<file path="src/pkg/srp_defs.svh">
`ifndef SRP_DEFS_SVH
`define SRP_DEFS_SVH

// Register select: group in sel[4:3], part in sel[2:0]
`define SRP_GRP_COMMON      2'h0
`define SRP_GRP_OPER        2'h1
`define SRP_GRP_QA          2'h2
`define SRP_GRP_LIM         2'h3

// Parts of the common group
`define SRP_COM_STB         3'h0
`define SRP_COM_ESR         3'h1
`define SRP_COM_SRE         3'h2
`define SRP_COM_ESE         3'h3
`define SRP_COM_PPE         3'h4
`define SRP_COM_IST         3'h5

// Parts of a 16-bit group
`define SRP_PART_COND       3'h0
`define SRP_PART_EVENT      3'h1
`define SRP_PART_ENABLE     3'h2
`define SRP_PART_RISE       3'h3
`define SRP_PART_FALL       3'h4

// Group indices inside the state arrays
`define SRP_IDX_OPER        0
`define SRP_IDX_QA          1
`define SRP_IDX_LIM         2
`define SRP_NGRP            3

// Status summary byte bit positions
`define SRP_STB_ERRQ        2
`define SRP_STB_QA          3
`define SRP_STB_MAV         4
`define SRP_STB_ESB         5
`define SRP_STB_MSS         6
`define SRP_STB_OPER        7

// Summary and trace1 condition positions inside the 16-bit groups
`define SRP_QA_LIM_BIT      10
`define SRP_LIM_TRACE1_BIT  1

// Preset and clear values
`define SRP_MASK8_CLR       8'h00
`define SRP_REG8_CLR        8'h00
`define SRP_EV_CLR          16'h0000
`define SRP_EN_OPQA_PRESET  16'h0000
`define SRP_EN_OTHER_PRESET 16'hffff
`define SRP_RISE_PRESET     16'hffff
`define SRP_FALL_PRESET     16'h0000
`define SRP_DATA_CLR        16'h0000

// Error queue
`define SRP_ERRQ_DEPTH      8
`define SRP_ERRQ_AW         3
`define SRP_NO_ERROR        16'h0000

`endif

</file>
<file path="src/pkg/srp_pkg.sv">
`include "srp_defs.svh"

package srp_pkg;

    typedef enum logic [2:0] {
        SRP_OP_NOP,
        SRP_OP_WRITE,
        SRP_OP_READ,
        SRP_OP_CLS,
        SRP_OP_PRESET,
        SRP_OP_ERRQ,
        SRP_OP_PPSENSE
    } srp_op_e;

    typedef enum logic [1:0] {
        SRP_ST_INIT,
        SRP_ST_IDLE,
        SRP_ST_ERRWAIT
    } srp_state_e;

    typedef struct packed {
        srp_state_e                        state;
        logic [`SRP_NGRP-1:0][15:0]        ev;
        logic [`SRP_NGRP-1:0][15:0]        en;
        logic [`SRP_NGRP-1:0][15:0]        rise;
        logic [`SRP_NGRP-1:0][15:0]        fall;
        logic [`SRP_NGRP-1:0][15:0]        prev;
        logic [7:0]                        standard_event_status;
        logic [7:0]                        service_request_enable_mask;
        logic [7:0]                        event_status_enable_mask;
        logic [7:0]                        parallel_poll_enable_mask;
        logic                              pp_inv;
        logic                              after_term;
        logic                              err_empty;
        logic                              resp_valid;
        logic [15:0]                       resp_data;
        logic                              poll_valid;
        logic [7:0]                        poll_data;
        logic                              srq;
        logic                              ist;
        logic                              obuf_flush;
        logic                              ibuf_flush;
        logic                              cmd_abort;
    } srp_state_s;

    typedef struct packed {
        logic [`SRP_ERRQ_DEPTH-1:0][15:0]  mem;
        logic [`SRP_ERRQ_AW-1:0]           wptr;
        logic [`SRP_ERRQ_AW-1:0]           rptr;
        logic [`SRP_ERRQ_AW:0]             count;
        logic [15:0]                       rdata;
    } srp_fifo_s;

endpackage

</file>
<file path="src/rtl/srp_status.sv">
`timescale 1ns/1ps
`default_nettype none
`include "srp_defs.svh"

module srp_status (
    input  wire logic              clk,
    input  wire logic              rstn,
    input  wire logic              psc_flag,
    input  wire logic [7:0]        kept_sre,
    input  wire logic [7:0]        kept_ese,
    input  wire logic [7:0]        kept_ppe,
    input  wire logic              cmd_valid,
    output logic                   cmd_ready,
    input  wire srp_pkg::srp_op_e  cmd_op,
    input  wire logic [4:0]        cmd_sel,
    input  wire logic [15:0]       cmd_data,
    output logic                   resp_valid,
    output logic      [15:0]       resp_data,
    input  wire logic              msg_term,
    input  wire logic              dev_clear,
    input  wire logic [15:0]       oper_cond,
    input  wire logic [15:0]       qa_cond,
    input  wire logic [15:0]       lim_cond,
    input  wire logic              trace1_fail,
    input  wire logic [7:0]        esr_set,
    input  wire logic              out_avail,
    input  wire logic              err_push,
    input  wire logic [15:0]       err_code,
    input  wire logic              ser_poll,
    output logic                   poll_valid,
    output logic      [7:0]        poll_data,
    input  wire logic              par_poll,
    output logic                   pp_line_o,
    output logic                   pp_line_oe_n,
    output logic                   srq,
    output logic                   obuf_flush,
    output logic                   ibuf_flush,
    output logic                   cmd_abort
);

    srp_pkg::srp_state_s              q;
    srp_pkg::srp_state_s              d;
    logic [`SRP_NGRP-1:0][15:0]       cond;
    logic [`SRP_NGRP-1:0][15:0]       ev_set;
    logic [`SRP_NGRP-1:0]             grp_sum;
    logic [7:0]                       stb;
    logic                             event_summary_bit;
    logic                             mss;
    logic                             ist;
    logic [15:0]                      rd_val;
    logic                             take;
    logic                             is_read;
    logic                             is_write;
    logic                             err_pop;
    logic                             err_clr;
    logic [15:0]                      err_rdata;
    logic                             err_empty;
    logic [1:0]                       grp;
    logic [2:0]                       part;
    logic [1:0]                       gi;

    assign grp  = cmd_sel[4:3];
    assign part = cmd_sel[2:0];
    assign gi   = grp - 2'h1;

    always_comb begin
        cond                                         = '0;
        cond[`SRP_IDX_OPER]                          = oper_cond;
        cond[`SRP_IDX_LIM]                           = lim_cond;
        cond[`SRP_IDX_LIM][`SRP_LIM_TRACE1_BIT]      = trace1_fail;
        cond[`SRP_IDX_QA]                            = qa_cond;
        cond[`SRP_IDX_QA][`SRP_QA_LIM_BIT]           = grp_sum[`SRP_IDX_LIM];
    end

    always_comb begin
        for (int g = 0; g < `SRP_NGRP; g++) begin
            ev_set[g]  = (q.rise[g] & cond[g] & ~q.prev[g])
                       | (q.fall[g] & ~cond[g] & q.prev[g]);
            grp_sum[g] = |(q.ev[g] & q.en[g]);
        end
    end

    assign event_summary_bit = |(q.standard_event_status & q.event_status_enable_mask);

    always_comb begin
        stb                 = '0;
        stb[`SRP_STB_ERRQ]  = ~err_empty;
        stb[`SRP_STB_QA]    = grp_sum[`SRP_IDX_QA];
        stb[`SRP_STB_MAV]   = out_avail;
        stb[`SRP_STB_ESB]   = event_summary_bit;
        stb[`SRP_STB_OPER]  = grp_sum[`SRP_IDX_OPER];
        mss                 = |(stb & q.service_request_enable_mask & ~(8'h01 << `SRP_STB_MSS));
        stb[`SRP_STB_MSS]   = mss;
    end

    assign ist = (|(q.parallel_poll_enable_mask & stb)) ^ q.pp_inv;

    always_comb begin
        rd_val = '0;
        if (grp == `SRP_GRP_COMMON) begin
            if (part == `SRP_COM_STB) begin
                rd_val[7:0] = stb;
            end else if (part == `SRP_COM_ESR) begin
                rd_val[7:0] = q.standard_event_status;
            end else if (part == `SRP_COM_SRE) begin
                rd_val[7:0] = q.service_request_enable_mask;
            end else if (part == `SRP_COM_ESE) begin
                rd_val[7:0] = q.event_status_enable_mask;
            end else if (part == `SRP_COM_PPE) begin
                rd_val[7:0] = q.parallel_poll_enable_mask;
            end else if (part == `SRP_COM_IST) begin
                rd_val[0] = ist;
            end
        end else if (part == `SRP_PART_COND) begin
            rd_val = cond[gi];
        end else if (part == `SRP_PART_EVENT) begin
            rd_val = q.ev[gi];
        end else if (part == `SRP_PART_ENABLE) begin
            rd_val = q.en[gi];
        end else if (part == `SRP_PART_RISE) begin
            rd_val = q.rise[gi];
        end else if (part == `SRP_PART_FALL) begin
            rd_val = q.fall[gi];
        end
    end

    assign cmd_ready = (q.state == srp_pkg::SRP_ST_IDLE);
    assign take      = cmd_valid && cmd_ready;
    assign is_read   = take && (cmd_op == srp_pkg::SRP_OP_READ);
    assign is_write  = take && (cmd_op == srp_pkg::SRP_OP_WRITE);
    assign err_pop   = take && (cmd_op == srp_pkg::SRP_OP_ERRQ);
    assign err_clr   = take && (cmd_op == srp_pkg::SRP_OP_CLS);

    always_comb begin
        d            = q;
        d.resp_valid = 1'b0;
        d.poll_valid = 1'b0;
        d.obuf_flush = 1'b0;
        d.ibuf_flush = 1'b0;
        d.cmd_abort  = 1'b0;
        d.prev       = cond;
        case (q.state)
            srp_pkg::SRP_ST_INIT: begin
                // Masks survive power-on only when the clear flag is low
                if (!psc_flag) begin
                    d.service_request_enable_mask = kept_sre;
                    d.event_status_enable_mask = kept_ese;
                    d.parallel_poll_enable_mask = kept_ppe;
                end
                d.state = srp_pkg::SRP_ST_IDLE;
            end
            srp_pkg::SRP_ST_ERRWAIT: begin
                d.resp_valid = 1'b1;
                d.resp_data  = q.err_empty ? `SRP_NO_ERROR : err_rdata;
                d.state      = srp_pkg::SRP_ST_IDLE;
            end
            default: begin
                d.state = srp_pkg::SRP_ST_IDLE;
            end
        endcase
        if (take) begin
            if (q.after_term) begin
                d.obuf_flush = 1'b1;
                d.after_term = 1'b0;
            end
            case (cmd_op)
                srp_pkg::SRP_OP_READ: begin
                    // value is the binary weight sum
                    d.resp_valid = 1'b1;
                    d.resp_data  = rd_val;
                    if (grp == `SRP_GRP_COMMON && part == `SRP_COM_ESR) begin
                        d.standard_event_status = `SRP_REG8_CLR;
                    end else if (grp != `SRP_GRP_COMMON && part == `SRP_PART_EVENT) begin
                        d.ev[gi] = `SRP_EV_CLR;
                    end
                end
                srp_pkg::SRP_OP_WRITE: begin
                    // 8-bit masks take the low byte
                    if (grp == `SRP_GRP_COMMON) begin
                        if (part == `SRP_COM_SRE) begin
                            d.service_request_enable_mask = cmd_data[7:0];
                        end else if (part == `SRP_COM_ESE) begin
                            d.event_status_enable_mask = cmd_data[7:0];
                        end else if (part == `SRP_COM_PPE) begin
                            d.parallel_poll_enable_mask = cmd_data[7:0];
                        end
                    end else if (part == `SRP_PART_ENABLE) begin
                        d.en[gi] = cmd_data;
                    end else if (part == `SRP_PART_RISE) begin
                        d.rise[gi] = cmd_data;
                    end else if (part == `SRP_PART_FALL) begin
                        d.fall[gi] = cmd_data;
                    end
                end
                srp_pkg::SRP_OP_CLS: begin
                    d.standard_event_status = `SRP_REG8_CLR;
                    for (int g = 0; g < `SRP_NGRP; g++) begin
                        d.ev[g] = `SRP_EV_CLR;
                    end
                end
                srp_pkg::SRP_OP_PRESET: begin
                    d.en[`SRP_IDX_OPER] = `SRP_EN_OPQA_PRESET;
                    d.en[`SRP_IDX_QA]   = `SRP_EN_OPQA_PRESET;
                    d.en[`SRP_IDX_LIM]  = `SRP_EN_OTHER_PRESET;
                    for (int g = 0; g < `SRP_NGRP; g++) begin
                        d.rise[g] = `SRP_RISE_PRESET;
                        d.fall[g] = `SRP_FALL_PRESET;
                    end
                end
                srp_pkg::SRP_OP_ERRQ: begin
                    d.err_empty = err_empty;
                    d.state     = srp_pkg::SRP_ST_ERRWAIT;
                end
                srp_pkg::SRP_OP_PPSENSE: begin
                    d.pp_inv = cmd_data[0];
                end
                default: begin
                    d.state = q.state;
                end
            endcase
        end
        if (msg_term) begin
            d.after_term = 1'b1;
        end
        if (dev_clear) begin
            d.obuf_flush = 1'b1;
            d.ibuf_flush = 1'b1;
            d.cmd_abort  = 1'b1;
        end
        for (int g = 0; g < `SRP_NGRP; g++) begin
            d.ev[g] = d.ev[g] | ev_set[g];
        end
        d.standard_event_status = d.standard_event_status | esr_set;
        if (ser_poll) begin
            d.poll_valid = 1'b1;
            d.poll_data  = stb;
        end
        d.srq = mss;
        d.ist = ist;
    end

    // reset holds the flag-set power-on state
    always_ff @(posedge clk or negedge rstn) begin
        if (!rstn) begin
            q            <= '0;
            q.state      <= srp_pkg::SRP_ST_INIT;
            q.en         <= {`SRP_EN_OTHER_PRESET, `SRP_EN_OPQA_PRESET, `SRP_EN_OPQA_PRESET};
            q.rise       <= {`SRP_NGRP{`SRP_RISE_PRESET}};
            q.fall       <= {`SRP_NGRP{`SRP_FALL_PRESET}};
            q.service_request_enable_mask        <= `SRP_MASK8_CLR;
            q.event_status_enable_mask        <= `SRP_MASK8_CLR;
            q.parallel_poll_enable_mask        <= `SRP_MASK8_CLR;
            q.after_term <= 1'b1;
            q.err_empty  <= 1'b1;
            q.obuf_flush <= 1'b1;
            q.ibuf_flush <= 1'b1;
            q.cmd_abort  <= 1'b1;
        end else begin
            q <= d;
        end
    end

    srp_err_fifo u_errq (
        .clk       (clk),
        .rstn      (rstn),
        .clr       (err_clr),
        .push      (err_push),
        .push_data (err_code),
        .pop       (err_pop),
        .rd_data   (err_rdata),
        .empty     (err_empty),
        .full      ()
    );

    assign resp_valid   = q.resp_valid;
    assign resp_data    = q.resp_data;
    assign poll_valid   = q.poll_valid;
    assign poll_data    = q.poll_data;
    // request is the only unsolicited output
    assign srq          = q.srq;
    // drive own line only during the poll
    assign pp_line_o    = q.ist;
    assign pp_line_oe_n = ~par_poll;
    assign obuf_flush   = q.obuf_flush;
    assign ibuf_flush   = q.ibuf_flush;
    assign cmd_abort    = q.cmd_abort;

endmodule

`default_nettype wire

</file>
<file path="src/rtl/srp_err_fifo.sv">
`timescale 1ns/1ps
`default_nettype none
`include "srp_defs.svh"

module srp_err_fifo (
    input  wire logic        clk,
    input  wire logic        rstn,
    input  wire logic        clr,
    input  wire logic        push,
    input  wire logic [15:0] push_data,
    input  wire logic        pop,
    output logic      [15:0] rd_data,
    output logic             empty,
    output logic             full
);

    srp_pkg::srp_fifo_s q;
    srp_pkg::srp_fifo_s d;

    assign rd_data = q.rdata;
    assign empty   = (q.count == '0);
    assign full    = (q.count == (`SRP_ERRQ_AW+1)'(`SRP_ERRQ_DEPTH));

    always_comb begin
        d = q;
        // Clear first so an error logged in the same cycle survives
        if (clr) begin
            d.wptr  = '0;
            d.rptr  = '0;
            d.count = '0;
        end else if (pop && !empty) begin
            d.rdata = q.mem[q.rptr];
            d.rptr  = q.rptr + 1'b1;
            d.count = q.count - 1'b1;
        end
        // A full queue drops new entries; the oldest causes are kept
        if (push && (d.count != (`SRP_ERRQ_AW+1)'(`SRP_ERRQ_DEPTH))) begin
            d.mem[d.wptr] = push_data;
            d.wptr        = d.wptr + 1'b1;
            d.count       = d.count + 1'b1;
        end
    end

    always_ff @(posedge clk or negedge rstn) begin
        if (!rstn) begin
            q <= '0;
        end else begin
            q <= d;
        end
    end

endmodule

`default_nettype wire

</file>
<file path="config.mk">
export PLATFORM = sky130hd
export DESIGN_NAME = srp_status
export DESIGN_NICKNAME = d
export VERILOG_FILES = /design/src/pkg/srp_pkg.sv /design/src/rtl/srp_status.sv /design/src/rtl/srp_err_fifo.sv
export VERILOG_INCLUDE_DIRS = /design/src /design/src/pkg
export SDC_FILE = /design/constraint.sdc
export NUM_CORES = 1
export LEC_CHECK = 0
export BUFFER_PORTS_ARGS = -buffer_cell sky130_fd_sc_hd__buf_2
export CAP_MARGIN = 0
export CORE_ASPECT_RATIO = 1.25
export CORE_MARGIN = 2
export CORE_UTILIZATION = 40
export CTS_BUF_LIST = sky130_fd_sc_hd__clkbuf_8
export DETAILED_ROUTE_END_ITERATION = 8
export GPL_ROUTABILITY_DRIVEN = 0
export PLACE_DENSITY = 0.64
export SLEW_MARGIN = 10
export SYNTH_ARGS = -nofsm -noshare
export SYNTH_HDL_FRONTEND = slang
export SYNTH_SLANG_ARGS = --single-unit
</file>
<file path="constraint.sdc">
create_clock -name clk -period 3.8 [get_ports clk]
set_input_delay 0 -clock clk [delete_from_list [all_inputs] [get_ports clk]]
set_output_delay 0 -clock clk [all_outputs]
set_load 0.02 [all_outputs]
</file>
==> out/qor.yml, run 1 <==
power_switching_share_pct: 34.3
synthArstFlopShare_pct: 100
row_count: 95
clk_latency_ns: 0.68
synthTopCellsByArea: "dfrtp_1, dfstp_2, mux2i_1"
max_stage_delay_ns: 0.61
numCtsBuffers: 81
syn-cell-area_um2: 21600
cp_slowest_cell: "nand4_2"
chipHeight_um: 264
hold_class: "in2reg"
post-route-cell-area_um2: 26300
syn_inst: 1994
synth_top_area_share_pct: 45.3
yosysUniqueCellTypes: 66
crit_family: "simple AND/OR/NAND/NOR gates"
cp.required_ns: 4.33
power_frac_seq_pct: 46.6
clock_sinks: 459
io_pins: 164
hpwl_um: 48700
switching_power_w: 0.00570
irDropWorstVdd_v: 0.000478
worst_path_most_repeated_cell: "nand2_1"
finish.utilization_pct: 49.0
cp-end-kind: "flop"
synth-edff-count: 0
power.leakage_nw: 11.4
initial_core_util_pct: 40.3
die_area_um2: 55900
grt_overflow: 0
portBuffers: 159
ys_ff_latch: 459
route.detailed.drc: 0
crit_buf_inv: 2
max_freq_mhz: 282
die_width_um: 212
finalClockSkew_ns: 0.0285
cts-root-buf: "clkbuf_8"
combPwrFrac_pct: 26.6
cts_setup_buffers: 0
synthTopCellsByCount: "dfrtp_1, nand2_1, o21ai_0"
ant_nets: 0
cp.arrival_ns: 4.07
period_minus_slack_ns: 3.54
dr.first_iter.drc_count: 1950
syn_avg_cell_area_um2: 10.8
grt_max_degree: 90
place_area_um2: 23000
slew_viol_final: 0
htree_levels: 3
area_growth_pct: 21.5
post_cts_resized: 0
r2r_slack_ns: 0.26
pwr_density_cell_nw_per_um2: 633
layout.cells.non_filler: 3083
dpl.cell_count: 2767
final_nets: 2428
via_per_inst: 5.87
clockBufferDepth: 3
path_clk_slew_ns: 0.06
crit_path_cell_trace: "inv_1 -> ha_1 -> or3b_4 -> nand2_1 -> nand3_1 -> o21ai_0 -> inv_1 -> ha_1 -> nand2_1 -> or3_1 -> nand4_2 -> nand2_1 -> o21ai_0"
status: "finished clean"
gr-usage-all-layers_pct: 26.2
routed_wl_um: 72900
drive_gt1_share_pct: 20.0
slew-limit-headroom_pct: 28.8
fin_crit_sh_pct: 93.2
hold_viol_final: 0
vias: 18100
rsz0062_at_grt: "yes"
antenna_found_initial: 3
netlist.top_cell.by_area: "dfrtp_1"
drt-pass1-iter-count: 6
tightestPinTransition_ns: 1.06
fillers: 4857
internal-power_w: 0.0109
yosysWarningCount: 0
cts_tree: "done"
cap_viol_max_count: 0
yosysSeqAreaShare_pct: 53.5
yosysMostFrequentCell: "dfrtp_1"
grt_pass1_wl_um: 111000
synth_flop_cell: "dfrtp_1"
setup_viol: 0
grt_pass1_vias: 18300
path_class: "reg2reg"
path_max_fanout: 16
critical_path.startpoint_type: "flop"
pwr-share-clk_pct: 26.8
wl_per_cell_um: 23.7
fin_hold_ws_ns: 0.0290
core-area_um2: 53600
total_power_w: 0.0166
[final timing paths]
path	start	to	cells after the start
max	u_errq.q[16]	u_errq.q[140]	13
min	lim_cond[3]	q[101]	2
max reg2reg	u_errq.q[16]	u_errq.q[140]	13
min reg2reg	u_errq.rd_data[11]	u_errq.rd_data[11]	2
max in group asynchronous	rstn	q[153]	4
min in group asynchronous	rstn	q[126]	3
[what timing repair did]
action	in CTS	in global routing
hold buffers	165	0
endpoints found under the hold margin	656	0
endpoints found under the setup margin	0	27
[area by class of cell]
cell class / count / area (um^2) / share of cell area [%]
repair buffers: 377 / 2920 / 11.1
clock inverters: 54 / 265 / 1.01
inverters: 19 / 71.3 / 0.272
flip-flops and latches: 459 / 11600 / 44.1
well taps: 727 / 910 / 3.46
clock buffers: 96 / 1320 / 5.03
diodes: 1 / 2.50 / 0.00953
multi-input cells: 1350 / 9190 / 35.0
[kinds of logic (layout without fill, tap and decap cells)]
kind of cell	Yosys count	in the layout	synth area share, %
AND/OR/NAND/NOR	539	539	11.8
other	1	3	0.0174
adder cells (fa/ha/maj)	9	9	0.521
AO/OA/AOI/OAI	623	623	19.7
multiplexers	170	170	10.1
XOR/XNOR	7	7	0.284
buffers and inverters	186	546	4.07
flip-flops	459	459	53.5
[metal layers]
| metal | share of wire (%) | track usage [%] | vias up |
|---|---|---|---|
| li1 | - | - | 7923 |
| met1 | 39 | 32.9 | 9060 |
| met2 | 48 | 42.8 | 904 |
| met3 | 8.2 | 5.73 | 219 |
| met4 | 5.1 | 12.9 | 4 |
| met5 | 0.040 | 0 | - |
[metrics by stage]
| step | setup slack, ns | TNS [ns] |
|---|---|---|
| floorplan | 0.756 | 0 |
| global placement | 0.395 | 0 |
| detailed placement | 0.318 | 0 |
| CTS | 0.251 | 0 |
| global route | -0.0587 | -0.730 |
| finish | 0.259 | 0 |
[placed cells by master, fill, tap and decap left out, drive strengths merged, types with 12 or more instances in the layout]
master	netlist	routed
a211oi	21	21
a21o	14	14
a21oi	90	90
a22o	85	85
a22oi	29	29
buf	80	212
clkbuf	87	96
dfrtp	391	391
dfstp	68	68
dlygate4sd3	0	165
inv	19	61
mux2	22	22
mux2i	115	115
mux4	33	33
nand2	300	300
nand3	21	21
nand3b	53	53
nor2	92	92
nor2b	12	12
nor3b	16	16
o211ai	56	56
o21ai	179	179
o221ai	20	20
o22a	70	70
o22ai	23	23
[flip-flops by register name, indices dropped and copies added (netlist names)]
| signal | cells |
|---|---|
| u_errq.rd_data | 16 |
| q | 277 |
| obuf_flush | 1 |
| resp_valid | 1 |
| pp_line_o | 1 |
| srq | 1 |
| poll_valid | 1 |
| resp_data | 16 |
| u_errq.q | 138 |
| cmd_abort | 1 |
| poll_data | 6 |
[power groups by stage]
| stage | Combinational (W) | Clock (W) | Sequential [W] |
|---|---|---|---|
| after global routing | 0.00485 | 0.00477 | 0.00789 |
| after detailed placement | 0.00420 | 0 | 0.00777 |
| after global placement | 0.00405 | 0 | 0.00769 |
| after CTS | 0.00442 | 0.00455 | 0.00770 |
| after floorplan | 0.00319 | 0 | 0.00720 |
| final | 0.00442 | 0.00446 | 0.00775 |
Power figures use the tool's default switching activity.
==> run 2: changes to the inputs <==
--- a/config.mk
+++ b/config.mk
@@ -6,7 +6,7 @@
 export SDC_FILE = /design/constraint.sdc
 export NUM_CORES = 1
 export LEC_CHECK = 0
-export BUFFER_PORTS_ARGS = -buffer_cell sky130_fd_sc_hd__buf_2
+export BUFFER_PORTS_ARGS = -buffer_cell sky130_fd_sc_hd__buf_4
 export CAP_MARGIN = 0
 export CORE_ASPECT_RATIO = 1.25
 export CORE_MARGIN = 2
==> run 2 against run 1 <==
Power fell by 0.13%. Die area unchanged. Register-to-register slack gained 0.04 ns. First-iteration DRC count decreased by 21%. Count of clock-buffer cells in the layout decreased by 2. Sequential power about the same. Wire length fell by 0.19%. Global-route usage rose by 0.13 points. Non-clock buffer count down 8.
==> out/qor.yml, run 2 (synthesis results as in run 1) <==
status: "finished clean"
post-route-cell-area_um2: 26500
slew_viol_final: 0
cp-end-kind: "flop"
r2r-start: "u_errq.q[16]"
hpwl_um: 49100
fillers: 4816
regMostFlops: "q"
htree_levels: 3
regToRegEndpoint: "u_errq.q[69]"
clk_latency_ns: 0.68
core-area_um2: 53600
numCtsBuffers: 79
cts-root-buf: "clkbuf_8"
path_class: "reg2reg"
irDropWorstVdd_v: 0.000353
pwr-share-clk_pct: 26.5
route.detailed.drc: 0
via_per_inst: 5.85
switching_power_w: 0.00564
r2r_cells: 13
post-place-ws_ns: 0.323
finish.utilization_pct: 49.5
layout_common_cells: "dfrtp_1, nand2_1, buf_4"
min_from: "qa_cond[15]"
io_pins: 164
period_minus_slack_ns: 3.50
fin_hold_ws_ns: 0.0253
setup_viol: 0
fin_crit_sh_pct: 92.1
grt_overflow: 0
antenna_found_initial: 2
finalClockSkew_ns: 0.0405
cap_viol_max_count: 0
area_growth_pct: 22.7
multiInputGateArea_um2: 9190
internal-power_w: 0.0110
min_to: "q[97]"
r2r_slack_ns: 0.30
clockBufferDepth: 3
place_area_um2: 23400
hold-path-cell-count: 2
hold_viol_final: 0
pwr_density_cell_nw_per_um2: 626
cp.required_ns: 4.32
slew-limit-headroom_pct: 29.1
row_count: 95
cp.arrival_ns: 4.02
gr-usage-all-layers_pct: 26.3
power.leakage_nw: 11.4
chipHeight_um: 264
largest_register_ffs: 277
dr.first_iter.drc_count: 1546
grt_max_degree: 118
critical_path.startpoint_type: "flop"
initial_core_util_pct: 40.3
hold_class: "in2reg"
seqCellArea_um2: 11600
power_frac_seq_pct: 46.6
path_max_fanout: 16
die_width_um: 212
power_switching_share_pct: 34.0
final_nets: 2418
clock_sinks: 459
tightestPinTransition_ns: 1.06
setup_slack_ns: 0.301
max_freq_mhz: 286
combPwrFrac_pct: 26.9
portBuffers: 159
grt_pass1_wl_um: 111000
rsz0062_at_grt: "yes"
wl_per_cell_um: 23.7
drt-pass1-iter-count: 5
top_regs: "q (277), u_errq.q (138)"
cts_tree: "done"
drive_gt1_share_pct: 20.0
die_area_um2: 55900
final_common_cell: "dfrtp_1"
ant_nets: 0
vias: 18000
path_clk_slew_ns: 0.06
grt_pass1_vias: 18400
routed_wl_um: 72800
total_power_w: 0.0166
==> run 2: cell count changes in the layout (fill, tap and decap cells not counted), sizes merged <==
cell / before / now
dlygate4sd3: 165 / 155
clkinvlp: 1 / 3
diode: 1 / 2
buf: 212 / 214
inv: 61 / 54
clkbuf: 96 / 94
bufinv: 0 / 1
==> run 2: how the worst max path moves through the flow <==
stage,end,startpoint
detailed placement,u_errq.q[71],u_errq.q[16]
floorplan,u_errq.q[31],u_errq.q[16]
CTS,u_errq.q[69],u_errq.q[16]
global route,u_errq.q[132],u_errq.q[16]
finish,u_errq.q[69],u_errq.q[16]
global placement,u_errq.q[64],u_errq.q[16]
==> run 2: what timing repair did <==
item | in CTS | in global routing
hold endpoints to repair | 550 | 0
endpoints found under the setup margin | 0 | 6
gates resized for setup | 0 | 0
hold buffers | 155 | 0
setup buffers | 0 | 0
==> run 2: metal layers <==
layer  wire length (um)  global-route usage (%)  vias up
met5                  0                       0        -
met4               3830                    14.0        0
met3               4870                    4.28      205
met2              34800                    42.8      786
met1              29300                    33.7     9082
li1                   -                       -     7896
==> run 2: area by class of cell <==
cell class / instances / area share (%)
timing repair buffer: 369 / 12.1
tap: 727 / 3.43
inverter: 19 / 0.269
sequential: 459 / 43.7
clock inverter: 50 / 0.939
clock buffer: 94 / 4.88
antenna: 2 / 0.0189
multi-input combinational: 1350 / 34.7
==> run 2: power by group through the flow <==
| stage | clock [W] | combinational [W] | sequential [W] |
|---|---|---|---|
| finish | 0.00441 | 0.00446 | 0.00774 |
| global route | 0.00473 | 0.00492 | 0.00788 |
| CTS | 0.00448 | 0.00448 | 0.00769 |
| detailed placement | 0 | 0.00430 | 0.00776 |
| global placement | 0 | 0.00416 | 0.00768 |
| floorplan | 0 | 0.00319 | 0.00720 |
==> run 2: through the flow <==
stage	instances	TNS, ns
2_1_floorplan	1995	0
3_3_place_gp	2769	0
3_5_place_dp	2769	0
4_1_cts	3068	0
5_1_grt	3070	-0.0427
6_report	3070	0
==> run 2: critical path: stages, from the launching register on <==
cell and delay (ns):
dfrtp_1 0.40, inv_1 0.07, ha_1 0.18, or3b_4 0.43, nand2_1 0.16, nand3_1 0.10, o21ai_0 0.16, inv_1 0.12
ha_1 0.21, nand2_1 0.07, or3_1 0.51, nand4_2 0.62, nand2_1 0.21, o21ai_0 0.11
==> run 3: changes to the inputs <==
--- a/config.mk
+++ b/config.mk
@@ -8,13 +8,13 @@
 export LEC_CHECK = 0
 export BUFFER_PORTS_ARGS = -buffer_cell sky130_fd_sc_hd__buf_4
 export CAP_MARGIN = 0
-export CORE_ASPECT_RATIO = 1.25
 export CORE_MARGIN = 2
 export CORE_UTILIZATION = 40
 export CTS_BUF_LIST = sky130_fd_sc_hd__clkbuf_8
 export DETAILED_ROUTE_END_ITERATION = 8
 export GPL_ROUTABILITY_DRIVEN = 0
 export PLACE_DENSITY = 0.64
+export RECOVER_POWER = 100
 export SLEW_MARGIN = 10
 export SYNTH_ARGS = -nofsm -noshare
 export SYNTH_HDL_FRONTEND = slang
==> run 3 against run 2 <==
The flow now finishes with violations (capacitance limit, slew limit). Die area hardly changed. Core utilization is 0.17 points lower. Via count is 1.1% higher.
==> out/qor.yml, run 3 (synthesis results as in run 1) <==
status: "complete, but fails checks"
violations: "capacitance limit, slew limit"
wl_per_cell_um: 23.6
fin_hold_ws_ns: 0.0763
grt_pass1_vias: 18200
min_from: "qa_cond[13]"
numCtsBuffers: 80
hpwl_um: 47300
multiInputGateArea_um2: 9160
die_width_um: 236
max_stage_delay_ns: 0.86
cp.required_ns: 4.35
r2r-start: "u_errq.q[16]"
finalClockSkew_ns: 0.0365
fin_crit_sh_pct: 91.5
cts-root-buf: "clkbuf_8"
io_pins: 164
cp_slowest_cell: "and2_0"
place_area_um2: 23300
power.leakage_nw: 11.2
via_per_inst: 5.94
path_clk_slew_ns: 0.06
critical_path.startpoint_type: "primary input"
layout_common_cells: "dfrtp_1, nand2_1, dlygate4sd3_1"
cts_tree: "done"
ant_nets: 0
htree_levels: 3
pwr_density_cell_nw_per_um2: 642
route.detailed.drc: 0
post-route-cell-area_um2: 26400
slew_viol_final: 121
final_nets: 2437
grt_max_degree: 109
grt_pass1_wl_um: 110000
clock_sinks: 459
max_freq_mhz: 288
clockBufferDepth: 3
cts_setup_buffers: 0
r2r_cells: 13
hold_viol_final: 0
regMostFlops: "q"
drive_gt1_share_pct: 15.2
r2r_slack_ns: 0.49
routed_wl_um: 72100
path_class: "in2reg"
period_minus_slack_ns: 3.48
irDropWorstVdd_v: 0.000454
dr.first_iter.drc_count: 1886
initial_core_util_pct: 40.3
row_count: 85
setup_tns_ns: 0
tightestPinTransition_ns: 2.72
portBuffers: 159
seqCellArea_um2: 11600
hold-path-cell-count: 2
final_common_cell: "dfrtp_1"
slew-limit-headroom_pct: -81.4
core-area_um2: 53600
clk_latency_ns: 0.67
fillers: 4927
cap_viol_max_count: 2
setup_viol: 0
path_max_fanout: 16
regToRegEndpoint: "u_errq.q[146]"
drt-pass1-iter-count: 9
largest_register_ffs: 277
gr-usage-all-layers_pct: 25.7
crit_path_cell_trace: "dlygate4sd3_1 -> clkbuf_1 -> nor2b_1 -> clkbuf_1 -> and2_0 -> nand2_1 -> nor2_1 -> a21oi_1 -> dlygate4sd3_1"
area_growth_pct: 22.3
rsz0062_at_grt: "no"
antenna_found_initial: 3
total_power_w: 0.0170
min_to: "q[95]"
chipHeight_um: 236
die_area_um2: 55900
cp-end-kind: "flop"
hold_class: "in2reg"
top_regs: "q (277), u_errq.q (138)"
vias: 18200
cp.arrival_ns: 4.03
grt_overflow: 0
run 3: critical path, delay by kind of cell:
family,cells,cell delay [ns]
AO/OA/AOI/OAI,1,0.08
buffers and inverters,4,1.92
AND/OR/NAND/NOR,4,2.00
run 3: worst max path at each step:
stage                 startpoint      endpoint  depth (start not counted)
global route                rstn        q[260]                          3
global placement    u_errq.q[16]  u_errq.q[69]                         13
floorplan           u_errq.q[16]  u_errq.q[31]                         15
finish                cmd_sel[2]         q[49]                          9
detailed placement  u_errq.q[16]  u_errq.q[76]                         13
CTS                 u_errq.q[16]  u_errq.q[70]                         13
run 3: layout make-up:
type                    count  share of cell area, %
diodes                      2                 0.0189
clock buffers             106                   5.52
flip-flops and latches    459                   43.8
multi-input cells        1350                   34.7
inverters                  19                  0.270
clock inverters            40                  0.919
repair buffers            387                   11.5
well taps                 696                   3.30
run 3: routing by layer:
layer / track usage, % / up-vias / share of wire (%)
met5: 0 / - / 0.017
li1: - / 7940 / -
met4: 13.2 / 2 / 5.1
met3: 5.36 / 215 / 8.6
met2: 40.6 / 903 / 47
met1: 33.5 / 9110 / 40
run 3: repair_timing:
| item | 4_1_cts | 5_1_grt |
|---|---|---|
| endpoints found under the setup margin | 0 | 42 |
| resized for setup | 0 | 2 |
| endpoints found under the hold margin | 541 | 0 |
| hold buffers | 182 | 0 |
run 3: power breakdown:
| group | switching [W] | internal (W) |
|---|---|---|
| combinational | 0.00235 | 0.00212 |
| sequential | 0.00122 | 0.00649 |
| clock | 0.00209 | 0.00269 |
| total | 0.00566 | 0.0113 |
run 3: through the flow:
stage / utilization, % / std cells / worst slack (ns)
after detailed placement: 43.5 / 2729 / 0.282
after global placement: 43.5 / 2729 / 0.369
after floorplan: - / 1995 / 0.756
after global routing: 49.3 / 3059 / 0.189
after CTS: 50.1 / 3057 / 0.204
final: 49.3 / 3059 / 0.322
